File: config.mk
export PLATFORM = sky130hd
export DESIGN_NAME = cfu_flag_unit
export DESIGN_NICKNAME = d
export VERILOG_FILES = /design/src/cfu_pkg.sv /design/src/cfu_alu_eval.sv /design/src/cfu_flag_unit.sv
export VERILOG_INCLUDE_DIRS = /design/src
export SDC_FILE = /design/constraint.sdc
export NUM_CORES = 1
export LEC_CHECK = 0
export BUFFER_PORTS_ARGS = -buffer_cell sky130_fd_sc_hd__buf_2
export CORE_ASPECT_RATIO = 0.7
export CORE_MARGIN = 2
export CORE_UTILIZATION = 30
export CTS_CLUSTER_DIAMETER = 100
export CTS_CLUSTER_SIZE = 8
export DETAILED_ROUTE_END_ITERATION = 10
export GPL_TIMING_DRIVEN = 0
export PLACE_DENSITY_LB_ADDON = 0.12
export SYNTH_ARGS = -nofsm -noshare
export SYNTH_HDL_FRONTEND = slang
export SYNTH_HIERARCHICAL = 1
export SYNTH_SLANG_ARGS = --single-unit
File: constraint.sdc
create_clock -name ref_clk_in -period 3.1 [get_ports ref_clk_in]
set_clock_uncertainty 0.1 [all_clocks]
set_input_delay 0.155 -clock ref_clk_in [delete_from_list [all_inputs] [get_ports ref_clk_in]]
set_output_delay 0.155 -clock ref_clk_in [all_outputs]
set_load 0.005 [all_outputs]
File: src/cfu_map.svh
// Purpose: Offsets, field positions and reset values of the condition flag unit
// Assumes: Included by bare name from the modules; the package does not include it
// Notes:   Definitions only
`ifndef CFU_MAP_SVH
`define CFU_MAP_SVH

// ----------------------------------------------------------------
// Register offsets (byte addresses, word aligned)
// ----------------------------------------------------------------
`define CFU_FLAGS_OFS     8'h00
`define CFU_EVENT_OFS     8'h04

// ----------------------------------------------------------------
// Flag bit positions
// ----------------------------------------------------------------
`define CFU_BIT_SXOR      7
`define CFU_BIT_CHAIN     6
`define CFU_BIT_WDEXP     5
`define CFU_BIT_PDOWN     4
`define CFU_BIT_OVF       3
`define CFU_BIT_ZERO      2
`define CFU_BIT_NIB       1
`define CFU_BIT_CARRY     0

// ----------------------------------------------------------------
// Reset value and software write mask
// ----------------------------------------------------------------
`define CFU_FLAGS_RST     8'h00
`define CFU_SW_WR_MASK    8'h0F

`endif

File: src/cfu_pkg.sv
// Purpose: Types shared by the condition flag unit
// Assumes: Nothing
// Notes:   Operation classes of the ALU as seen by the flag logic
`default_nettype none
package cfu_pkg;

    typedef enum logic [3:0] {
        CFU_OP_NONE,
        CFU_OP_ADD,
        CFU_OP_SUB,
        CFU_OP_SUB_BORROW,
        CFU_OP_LOGIC,
        CFU_OP_ROT_LEFT_CARRY,
        CFU_OP_ROT_RIGHT_CARRY
    } cfu_op_t;

    // One ALU operation with its operands and result
    typedef struct packed {
        logic       valid;
        cfu_op_t    op;
        logic [7:0] opnd_a;
        logic [7:0] opnd_b;
        logic       carry_in;
        logic [7:0] result;
    } cfu_alu_req_t;

    // Core management events, one-cycle pulses
    typedef struct packed {
        logic watchdog_kick_instruction;
        logic sleep_entry_instruction;
        logic watchdog_timeout;
    } cfu_sys_evt_t;

endpackage : cfu_pkg

`default_nettype wire

File: src/cfu_alu_eval.sv
// Purpose: Combinational evaluation of arithmetic flag values for one operation
// Assumes: Operands are the ALU inputs, result is the ALU output
// Notes:   Subtraction is a + ~b + carry_in (carry_in is 1 for plain subtract)
`timescale 1ns/1ps
`default_nettype none
`include "cfu_map.svh"

module cfu_alu_eval (
    input  wire cfu_pkg::cfu_alu_req_t req_in,
    input  wire logic                  carry_flag_in,
    output logic                       carry_out,
    output logic                       nib_out,
    output logic                       zero_out,
    output logic                       ovf_out,
    output logic                       sxor_out,
    output logic                       carry_upd_out,
    output logic                       arith_upd_out
);
    wire        is_add  = (req_in.op == cfu_pkg::CFU_OP_ADD);
    wire        is_sub  = (req_in.op == cfu_pkg::CFU_OP_SUB) ||
                          (req_in.op == cfu_pkg::CFU_OP_SUB_BORROW);
    wire        is_rl   = (req_in.op == cfu_pkg::CFU_OP_ROT_LEFT_CARRY);
    wire        is_rr   = (req_in.op == cfu_pkg::CFU_OP_ROT_RIGHT_CARRY);
    wire [7:0]  opnd_b  = is_sub ? ~req_in.opnd_b : req_in.opnd_b;
    wire        cin     = (is_add || is_sub) ? req_in.carry_in : 1'h0;
    wire [4:0]  low_sum = {1'h0, req_in.opnd_a[3:0]} + {1'h0, opnd_b[3:0]} + {4'h0, cin};
    wire [7:0]  low7    = {1'h0, req_in.opnd_a[6:0]} + {1'h0, opnd_b[6:0]} + {7'h00, cin};
    wire [8:0]  full    = {1'h0, req_in.opnd_a} + {1'h0, opnd_b} + {8'h00, cin};
    wire        arith   = is_add || is_sub;

    // Borrow-free subtract shows as carry out of a + ~b + 1
    assign carry_out     = is_rl ? req_in.opnd_a[7] :
                           is_rr ? req_in.opnd_a[0] : full[8];
    assign nib_out       = low_sum[4];
    assign zero_out      = (req_in.result == 8'h00);
    assign ovf_out       = low7[7] ^ full[8];
    assign sxor_out      = (arith ? ovf_out : 1'h0) ^ req_in.result[7];
    assign carry_upd_out = req_in.valid && (arith || is_rl || is_rr);
    assign arith_upd_out = req_in.valid && arith;
endmodule : cfu_alu_eval

`default_nettype wire

File: src/cfu_flag_unit.sv
// Purpose: Condition flag unit with its flag register on classic Wishbone
// Assumes: One ALU operation per valid cycle; events are same-domain pulses
// Overview of operation
// - Eight-bit flag register, fixed bit layout
// - Writes never change watchdog or powerdown flags
// - Other writable flags behave as ordinary register bits
// - Flags follow latest operation, else hold
// - Watchdog flag: clear kick/sleep/reset, set timeout
// - Powerdown flag: clear kick/reset, set sleep
// - Sign xor is overflow xor result MSB
// - Subtract loads chained zero from zero
// - Borrow subtract ANDs chained zero with zero
// - Other instructions keep chained zero
// - Carry: add carry out, subtract no borrow
// - Rotate through carry exchanges carry bit
// - Nibble flag: low nibble carry, no borrow
// - Zero flag set on all-zero add, subtract or logic result
// - Overflow: carry into MSB differs from out
`timescale 1ns/1ps
`default_nettype none
`include "cfu_map.svh"

module cfu_flag_unit (
    input  wire logic                  ref_clk_in,
    input  wire logic                  sys_rst_in,
    // Classic Wishbone slave
    input  wire logic                  wb_cyc_in,
    input  wire logic                  wb_stb_in,
    input  wire logic                  wb_we_in,
    input  wire logic [7:0]            wb_adr_in,
    input  wire logic [3:0]            wb_sel_in,
    input  wire logic [31:0]           wb_dat_in,
    output logic      [31:0]           wb_dat_out,
    output logic                       wb_ack_out,
    output logic                       wb_err_out,
    // Core side
    input  wire cfu_pkg::cfu_alu_req_t alu_req_in,
    input  wire cfu_pkg::cfu_sys_evt_t sys_evt_in,
    output logic      [7:0]            flags_out
);
    // ----------------------------------------------------------------
    // Flag state
    // ----------------------------------------------------------------
    logic [7:0] flags;
    logic [7:0] next_flags;
    logic       ack_q;
    logic       err_q;
    logic [31:0] rdata_q;

    // ----------------------------------------------------------------
    // Flag evaluation
    // ----------------------------------------------------------------
    logic ev_carry;
    logic ev_nib;
    logic ev_zero;
    logic ev_ovf;
    logic ev_sxor;
    logic ev_carry_upd;
    logic ev_arith_upd;

    cfu_alu_eval u_eval (
        .req_in        (alu_req_in),
        .carry_flag_in (flags[`CFU_BIT_CARRY]),
        .carry_out     (ev_carry),
        .nib_out       (ev_nib),
        .zero_out      (ev_zero),
        .ovf_out       (ev_ovf),
        .sxor_out      (ev_sxor),
        .carry_upd_out (ev_carry_upd),
        .arith_upd_out (ev_arith_upd)
    );

    // ----------------------------------------------------------------
    // Bus decode
    // ----------------------------------------------------------------
    wire bus_req   = wb_cyc_in && wb_stb_in && !ack_q && !err_q;
    wire hit_flags = (wb_adr_in == `CFU_FLAGS_OFS);
    wire hit_event = (wb_adr_in == `CFU_EVENT_OFS);
    wire mapped    = hit_flags || hit_event;
    wire sw_wr     = bus_req && wb_we_in && hit_flags && wb_sel_in[0];
    // Event word is read-only status of the pending kick/sleep/timeout inputs
    wire [7:0] evt_view = {5'h00, sys_evt_in.watchdog_timeout,
                           sys_evt_in.sleep_entry_instruction,
                           sys_evt_in.watchdog_kick_instruction};

    wire is_sub_plain  = alu_req_in.valid && (alu_req_in.op == cfu_pkg::CFU_OP_SUB);
    wire is_sub_borrow = alu_req_in.valid && (alu_req_in.op == cfu_pkg::CFU_OP_SUB_BORROW);
    wire is_logic      = alu_req_in.valid && (alu_req_in.op == cfu_pkg::CFU_OP_LOGIC);

    // Software bits mask: only overflow, zero, nibble and carry are writable
    wire [7:0] sw_mask  = `CFU_SW_WR_MASK;
    wire [7:0] sw_value = (flags & ~sw_mask) | (wb_dat_in[7:0] & sw_mask);

    // ----------------------------------------------------------------
    // Next flag value
    // ----------------------------------------------------------------
    // A bus write lands first; an ALU result in the same cycle overrides
    // the bits it updates, since hardware events win over software.
    always_comb begin
        next_flags = sw_wr ? sw_value : flags;
        if (ev_carry_upd) begin
            next_flags[`CFU_BIT_CARRY] = ev_carry;
        end
        if (ev_arith_upd) begin
            next_flags[`CFU_BIT_NIB]  = ev_nib;
            next_flags[`CFU_BIT_OVF]  = ev_ovf;
            next_flags[`CFU_BIT_SXOR] = ev_sxor;
        end
        if (ev_arith_upd || is_logic) begin
            next_flags[`CFU_BIT_ZERO] = ev_zero;
        end
        // Logic operations keep overflow, so sign xor uses the flag as it stands
        if (is_logic) begin
            next_flags[`CFU_BIT_SXOR] = next_flags[`CFU_BIT_OVF] ^ alu_req_in.result[7];
        end
        if (is_sub_plain) begin
            next_flags[`CFU_BIT_CHAIN] = ev_zero;
        end else if (is_sub_borrow) begin
            next_flags[`CFU_BIT_CHAIN] = flags[`CFU_BIT_CHAIN] & ev_zero;
        end
        // Timeout wins over a clear in the same cycle
        if (sys_evt_in.watchdog_kick_instruction || sys_evt_in.sleep_entry_instruction) begin
            next_flags[`CFU_BIT_WDEXP] = 1'h0;
        end
        if (sys_evt_in.watchdog_timeout) begin
            next_flags[`CFU_BIT_WDEXP] = 1'h1;
        end
        if (sys_evt_in.watchdog_kick_instruction) begin
            next_flags[`CFU_BIT_PDOWN] = 1'h0;
        end
        if (sys_evt_in.sleep_entry_instruction) begin
            next_flags[`CFU_BIT_PDOWN] = 1'h1;
        end
    end

    // ----------------------------------------------------------------
    // Registers
    // ----------------------------------------------------------------
    always_ff @(posedge ref_clk_in) begin
        if (sys_rst_in) begin
            flags <= `CFU_FLAGS_RST;
        end else begin
            flags <= next_flags;
        end
    end

    always_ff @(posedge ref_clk_in) begin
        if (sys_rst_in) begin
            ack_q   <= 1'h0;
            err_q   <= 1'h0;
            rdata_q <= 32'h00000000;
        end else begin
            ack_q   <= bus_req && mapped;
            err_q   <= bus_req && !mapped;
            rdata_q <= (bus_req && hit_flags) ? {24'h000000, flags} :
                       (bus_req && hit_event) ? {24'h000000, evt_view} : 32'h00000000;
        end
    end

    assign wb_ack_out = ack_q;
    assign wb_err_out = err_q;
    assign wb_dat_out = rdata_q;
    assign flags_out  = flags;
endmodule : cfu_flag_unit

`default_nettype wire

==> impl_metrics.env <==
export IMPL_synthesis_yosys_warnings=6
export IMPL_cellPowerDensity_nw_per_um2=311
export IMPL_worst_setup_path_end_kind="register"
export IMPL_cts_root_buffer_cell="sky130_fd_sc_hd__clkbuf_8"
export IMPL_grt_antenna_before_repair=0
export IMPL_nets=341
export IMPL_ctsHtreeMaxLevel=1
export IMPL_rows=20
export IMPL_post_layout_min_period_ns=2.86
export IMPL_boundaryPins=124
export IMPL_wl_um=3130
export IMPL_cts_num_sinks=18
export IMPL_mappedNetlistArea_um2=1400
export IMPL_report_power_total_mw=0.612
export IMPL_p_seq_frac=0.392
export IMPL_regArea_um2=360
export IMPL_groute_layer_met1_usage=0.181
export IMPL_placement_io_buffers=66
export IMPL_crit_buf_inv=2
export IMPL_cts_max_path_buffers=2
export IMPL_worstPathCellList="buf_2 -> nor2_2 -> and2_1 -> clkbuf_4 -> xor2_1 -> ha_1 -> and3_2 -> a221oi_4 -> o211ai_2 -> a311o_1 -> xnor2_1 -> mux2i_1 -> a221oi_1 -> o31a_1"
export IMPL_core_um2=4400
export IMPL_setup_ws_ns=0.244
export IMPL_worst_path_dominant_cell_family="compound AO/OA/AOI/OAI gates"
export IMPL_routed_via_count=1317
export IMPL_groute_layer_met3_usage=0.0322
export IMPL_irDropWorstVdd_uv=187
export IMPL_async_flop_share=0
export IMPL_timing_setup_critical_path_class="primary input to register"
export IMPL_first_pass_iters=4
export IMPL_synth_enable_flop_cells=0
export IMPL_dp_hpwl_um=2740
export IMPL_layout_drive_gt1_share=0.448
export IMPL_detail_route_drc_violations=0
export IMPL_min_delay_path_class="primary input to register"
export IMPL_static_leakage_power_nw=1.07
export IMPL_worstPathArrival_ns=2.96
export IMPL_cts_clk_slew_worst_paths_ns=0.07
export IMPL_yosysSeqAreaShare=0.257
export IMPL_detail_route_wl_per_cell_um=10.3
export IMPL_gr_usage_met2=0.200
export IMPL_clock_insertion_delay_worst_skew_ns=0.25
export IMPL_setup_repair_after_global_routing_missed_its_margin="false"
export IMPL_setup_violations_final=0
export IMPL_avgViaCountPerCell=4.32
export IMPL_timing_setup_tns_ns=0
export IMPL_fp_dieArea_um2=5240
export IMPL_max_clock_freq_ghz=0.350
export IMPL_synth_largest_area_cell="sky130_fd_sc_hd__dfxtp_1"
export IMPL_synth_ff_type="sky130_fd_sc_hd__dfxtp_1"
export IMPL_maxCapViolations=0
export IMPL_filler_cell_count=444
export IMPL_multi_input_area_um2=928
export IMPL_netlist_cell_type_count=46
export IMPL_wire_length_of_the_first_global_routing_pass_um=5290
export IMPL_slowest_delay_ns=0.38
export IMPL_post_cts_buffers=0
export IMPL_clock_tree_from_tritoncts="built"
export IMPL_power_combinational_fraction=0.298
export IMPL_power_share_switching=0.271
export IMPL_number_of_failing_hold_endpoints_at_the_final_stage=0
export IMPL_ant_nets=0
export IMPL_timing_final_max_slew_violations=0
export IMPL_switching_power_of_the_nets_mw=0.166
export IMPL_grt_residual_overflow=0
export IMPL_antenna_diode_count=0
export IMPL_outcome="finished clean"
export IMPL_clock_group_share_of_total_power=0.310
export IMPL_critPathMaxFanout=8
export IMPL_tritoncts_num_buffers=3
export IMPL_grt_busiest_layer="met2"
export IMPL_dieWidth_um=85.7
export IMPL_detailedRoute_firstIterationViolations=69
export IMPL_crit_path_start_kind="primary input"
export IMPL_effective_utilization_at_floorplan=0.318
export IMPL_post_synth_inst_count=156
export IMPL_gpl_final_weighted_congestion=0.702
export IMPL_layout_worst_path_cycle_share=0.921
export IMPL_grt_start_max_net_pins=11
export IMPL_post_place_ws_ns=-0.122
export IMPL_syn_area_per_cell_um2=8.98
export IMPL_cell_internal_pwr_mw=0.447
export IMPL_worst_path_max_delay_cell="sky130_fd_sc_hd__a311o_1"
export IMPL_grt_pass1_vias=1211
export IMPL_yosysTopAreaCellShare=0.257
export IMPL_post_synth_main_area_contributors="sky130_fd_sc_hd__dfxtp_1, sky130_fd_sc_hd__buf_4, sky130_fd_sc_hd__ha_1, sky130_fd_sc_hd__nor2_1, sky130_fd_sc_hd__xor2_1"
export IMPL_area_growth_syn_to_layout_pct=40.4
export IMPL_grt_util_all_layers=0.126
export IMPL_timing_critical_path_required_ns=3.20
export IMPL_floorplan_die_height_um=61.2
export IMPL_synth_seq_cells=18
==> cell type report <==
| class | count | share of cell area |
|---|---|---|
| plain buffers | 27 | 0.104 |
| clock buffers | 4 | 0.0280 |
| inverters | 3 | 0.00572 |
| multi-input cells | 131 | 0.472 |
| flip-flops and latches | 18 | 0.183 |
| well taps | 55 | 0.0350 |
| repair buffers | 67 | 0.173 |
==> final timing paths <==
path,startpoint,end,slack [ns],cells past startpoint
max,alu_req_in[28],flags_out[7],0.24,14
min,sys_evt_in[0],flags_out[5],0.05,3
max reg2reg,wb_ack_out,flags_out[7],1.51,5
min reg2reg,flags_out[7],wb_dat_out[7],0.36,2
==> cell usage after synthesis, drive strengths merged (2+ instances only) <==
cell type,number
xor2,9
or4,2
nor2,22
buf,27
mux2,2
o21ai,2
nand2b,4
nand2,2
nand4,2
ha,8
o21a,2
a221oi,2
dfxtp,18
a21o,3
nor3b,3
inv,3
nor3,3
nand3,2
mux2i,8
a21oi,4
and3,2
xnor2,3
or2,2
and2,6
==> tightest hold or removal path: stages <==
cell and delay, ns:
sky130_fd_sc_hd__buf_2 0.09, sky130_fd_sc_hd__a21oi_1 0.04, sky130_fd_sc_hd__nor2_1 0.08
==> stage by stage <==
stage	cell area, um^2	utilization	cells	hold WS, ns
after global placement	1890	0.428	300	0.268
after CTS	1950	0.443	305	0.0420
after floorplan	1490	-	179	0.172
after global routing	1970	0.447	305	0.0721
final	1970	0.447	305	0.0459
after detailed placement	1890	0.428	300	0.270
==> registers in the layout, summed over array words and instances, names as in the netlist <==
register,flops
flags_out,8
wb_ack_out,1
wb_dat_out,8
wb_err_out,1
==> cell usage in the layout, fill, tap and decap left out, types with 3 or more instances in the layout <==
| master | n |
|---|---|
| sky130_fd_sc_hd__a21o_1 | 3 |
| sky130_fd_sc_hd__a21oi_1 | 4 |
| sky130_fd_sc_hd__and2_1 | 6 |
| sky130_fd_sc_hd__buf_2 | 67 |
| sky130_fd_sc_hd__buf_4 | 24 |
| sky130_fd_sc_hd__clkbuf_8 | 4 |
| sky130_fd_sc_hd__conb_1 | 24 |
| sky130_fd_sc_hd__dfxtp_1 | 18 |
| sky130_fd_sc_hd__ha_1 | 8 |
| sky130_fd_sc_hd__inv_1 | 3 |
| sky130_fd_sc_hd__mux2i_1 | 7 |
| sky130_fd_sc_hd__nand2b_1 | 4 |
| sky130_fd_sc_hd__nor2_1 | 21 |
| sky130_fd_sc_hd__nor3b_1 | 3 |
| sky130_fd_sc_hd__xnor2_1 | 3 |
| sky130_fd_sc_hd__xor2_1 | 9 |
==> logic make-up (layout without fill, tap and decap cells) <==
kind of cell	count (synthesis)	count (layout)	share of synthesized area
AO/OA/AOI/OAI	21	21	0.121
multiplexers	10	10	0.0759
flip-flops	18	18	0.257
AND/OR/NAND/NOR	56	56	0.245
other	1	24	0.00268
buffers and inverters	30	101	0.152
XOR/XNOR	12	12	0.0750
adder cells (fa/ha/maj)	8	8	0.0714
==> metal layers <==
| metal | up-vias | routed length [um] | part of all wire |
|---|---|---|---|
| met3 | 0 | 269 | 0.086 |
| met1 | 572 | 1580 | 0.50 |
| met4 | 0 | 0 | 0 |
| met2 | 63 | 1290 | 0.41 |
| met5 | - | 0 | 0 |
| li1 | 682 | - | - |
==> power groups by stage <==
stage	Sequential, mW	Clock [mW]	Combinational, mW
2_1_floorplan	0.246	0	0.115
3_3_place_gp	0.245	0	0.174
3_5_place_dp	0.246	0	0.175
4_1_cts	0.240	0.197	0.177
5_1_grt	0.241	0.208	0.207
6_report	0.240	0.190	0.182
==> repair_timing <==
action	4_1_cts	5_1_grt
endpoints found under the setup margin	0	1
resized for setup	0	3
hold endpoints to repair	1	0
hold buffers	1	0
Note: power is estimated with default switching activity, not from simulation.
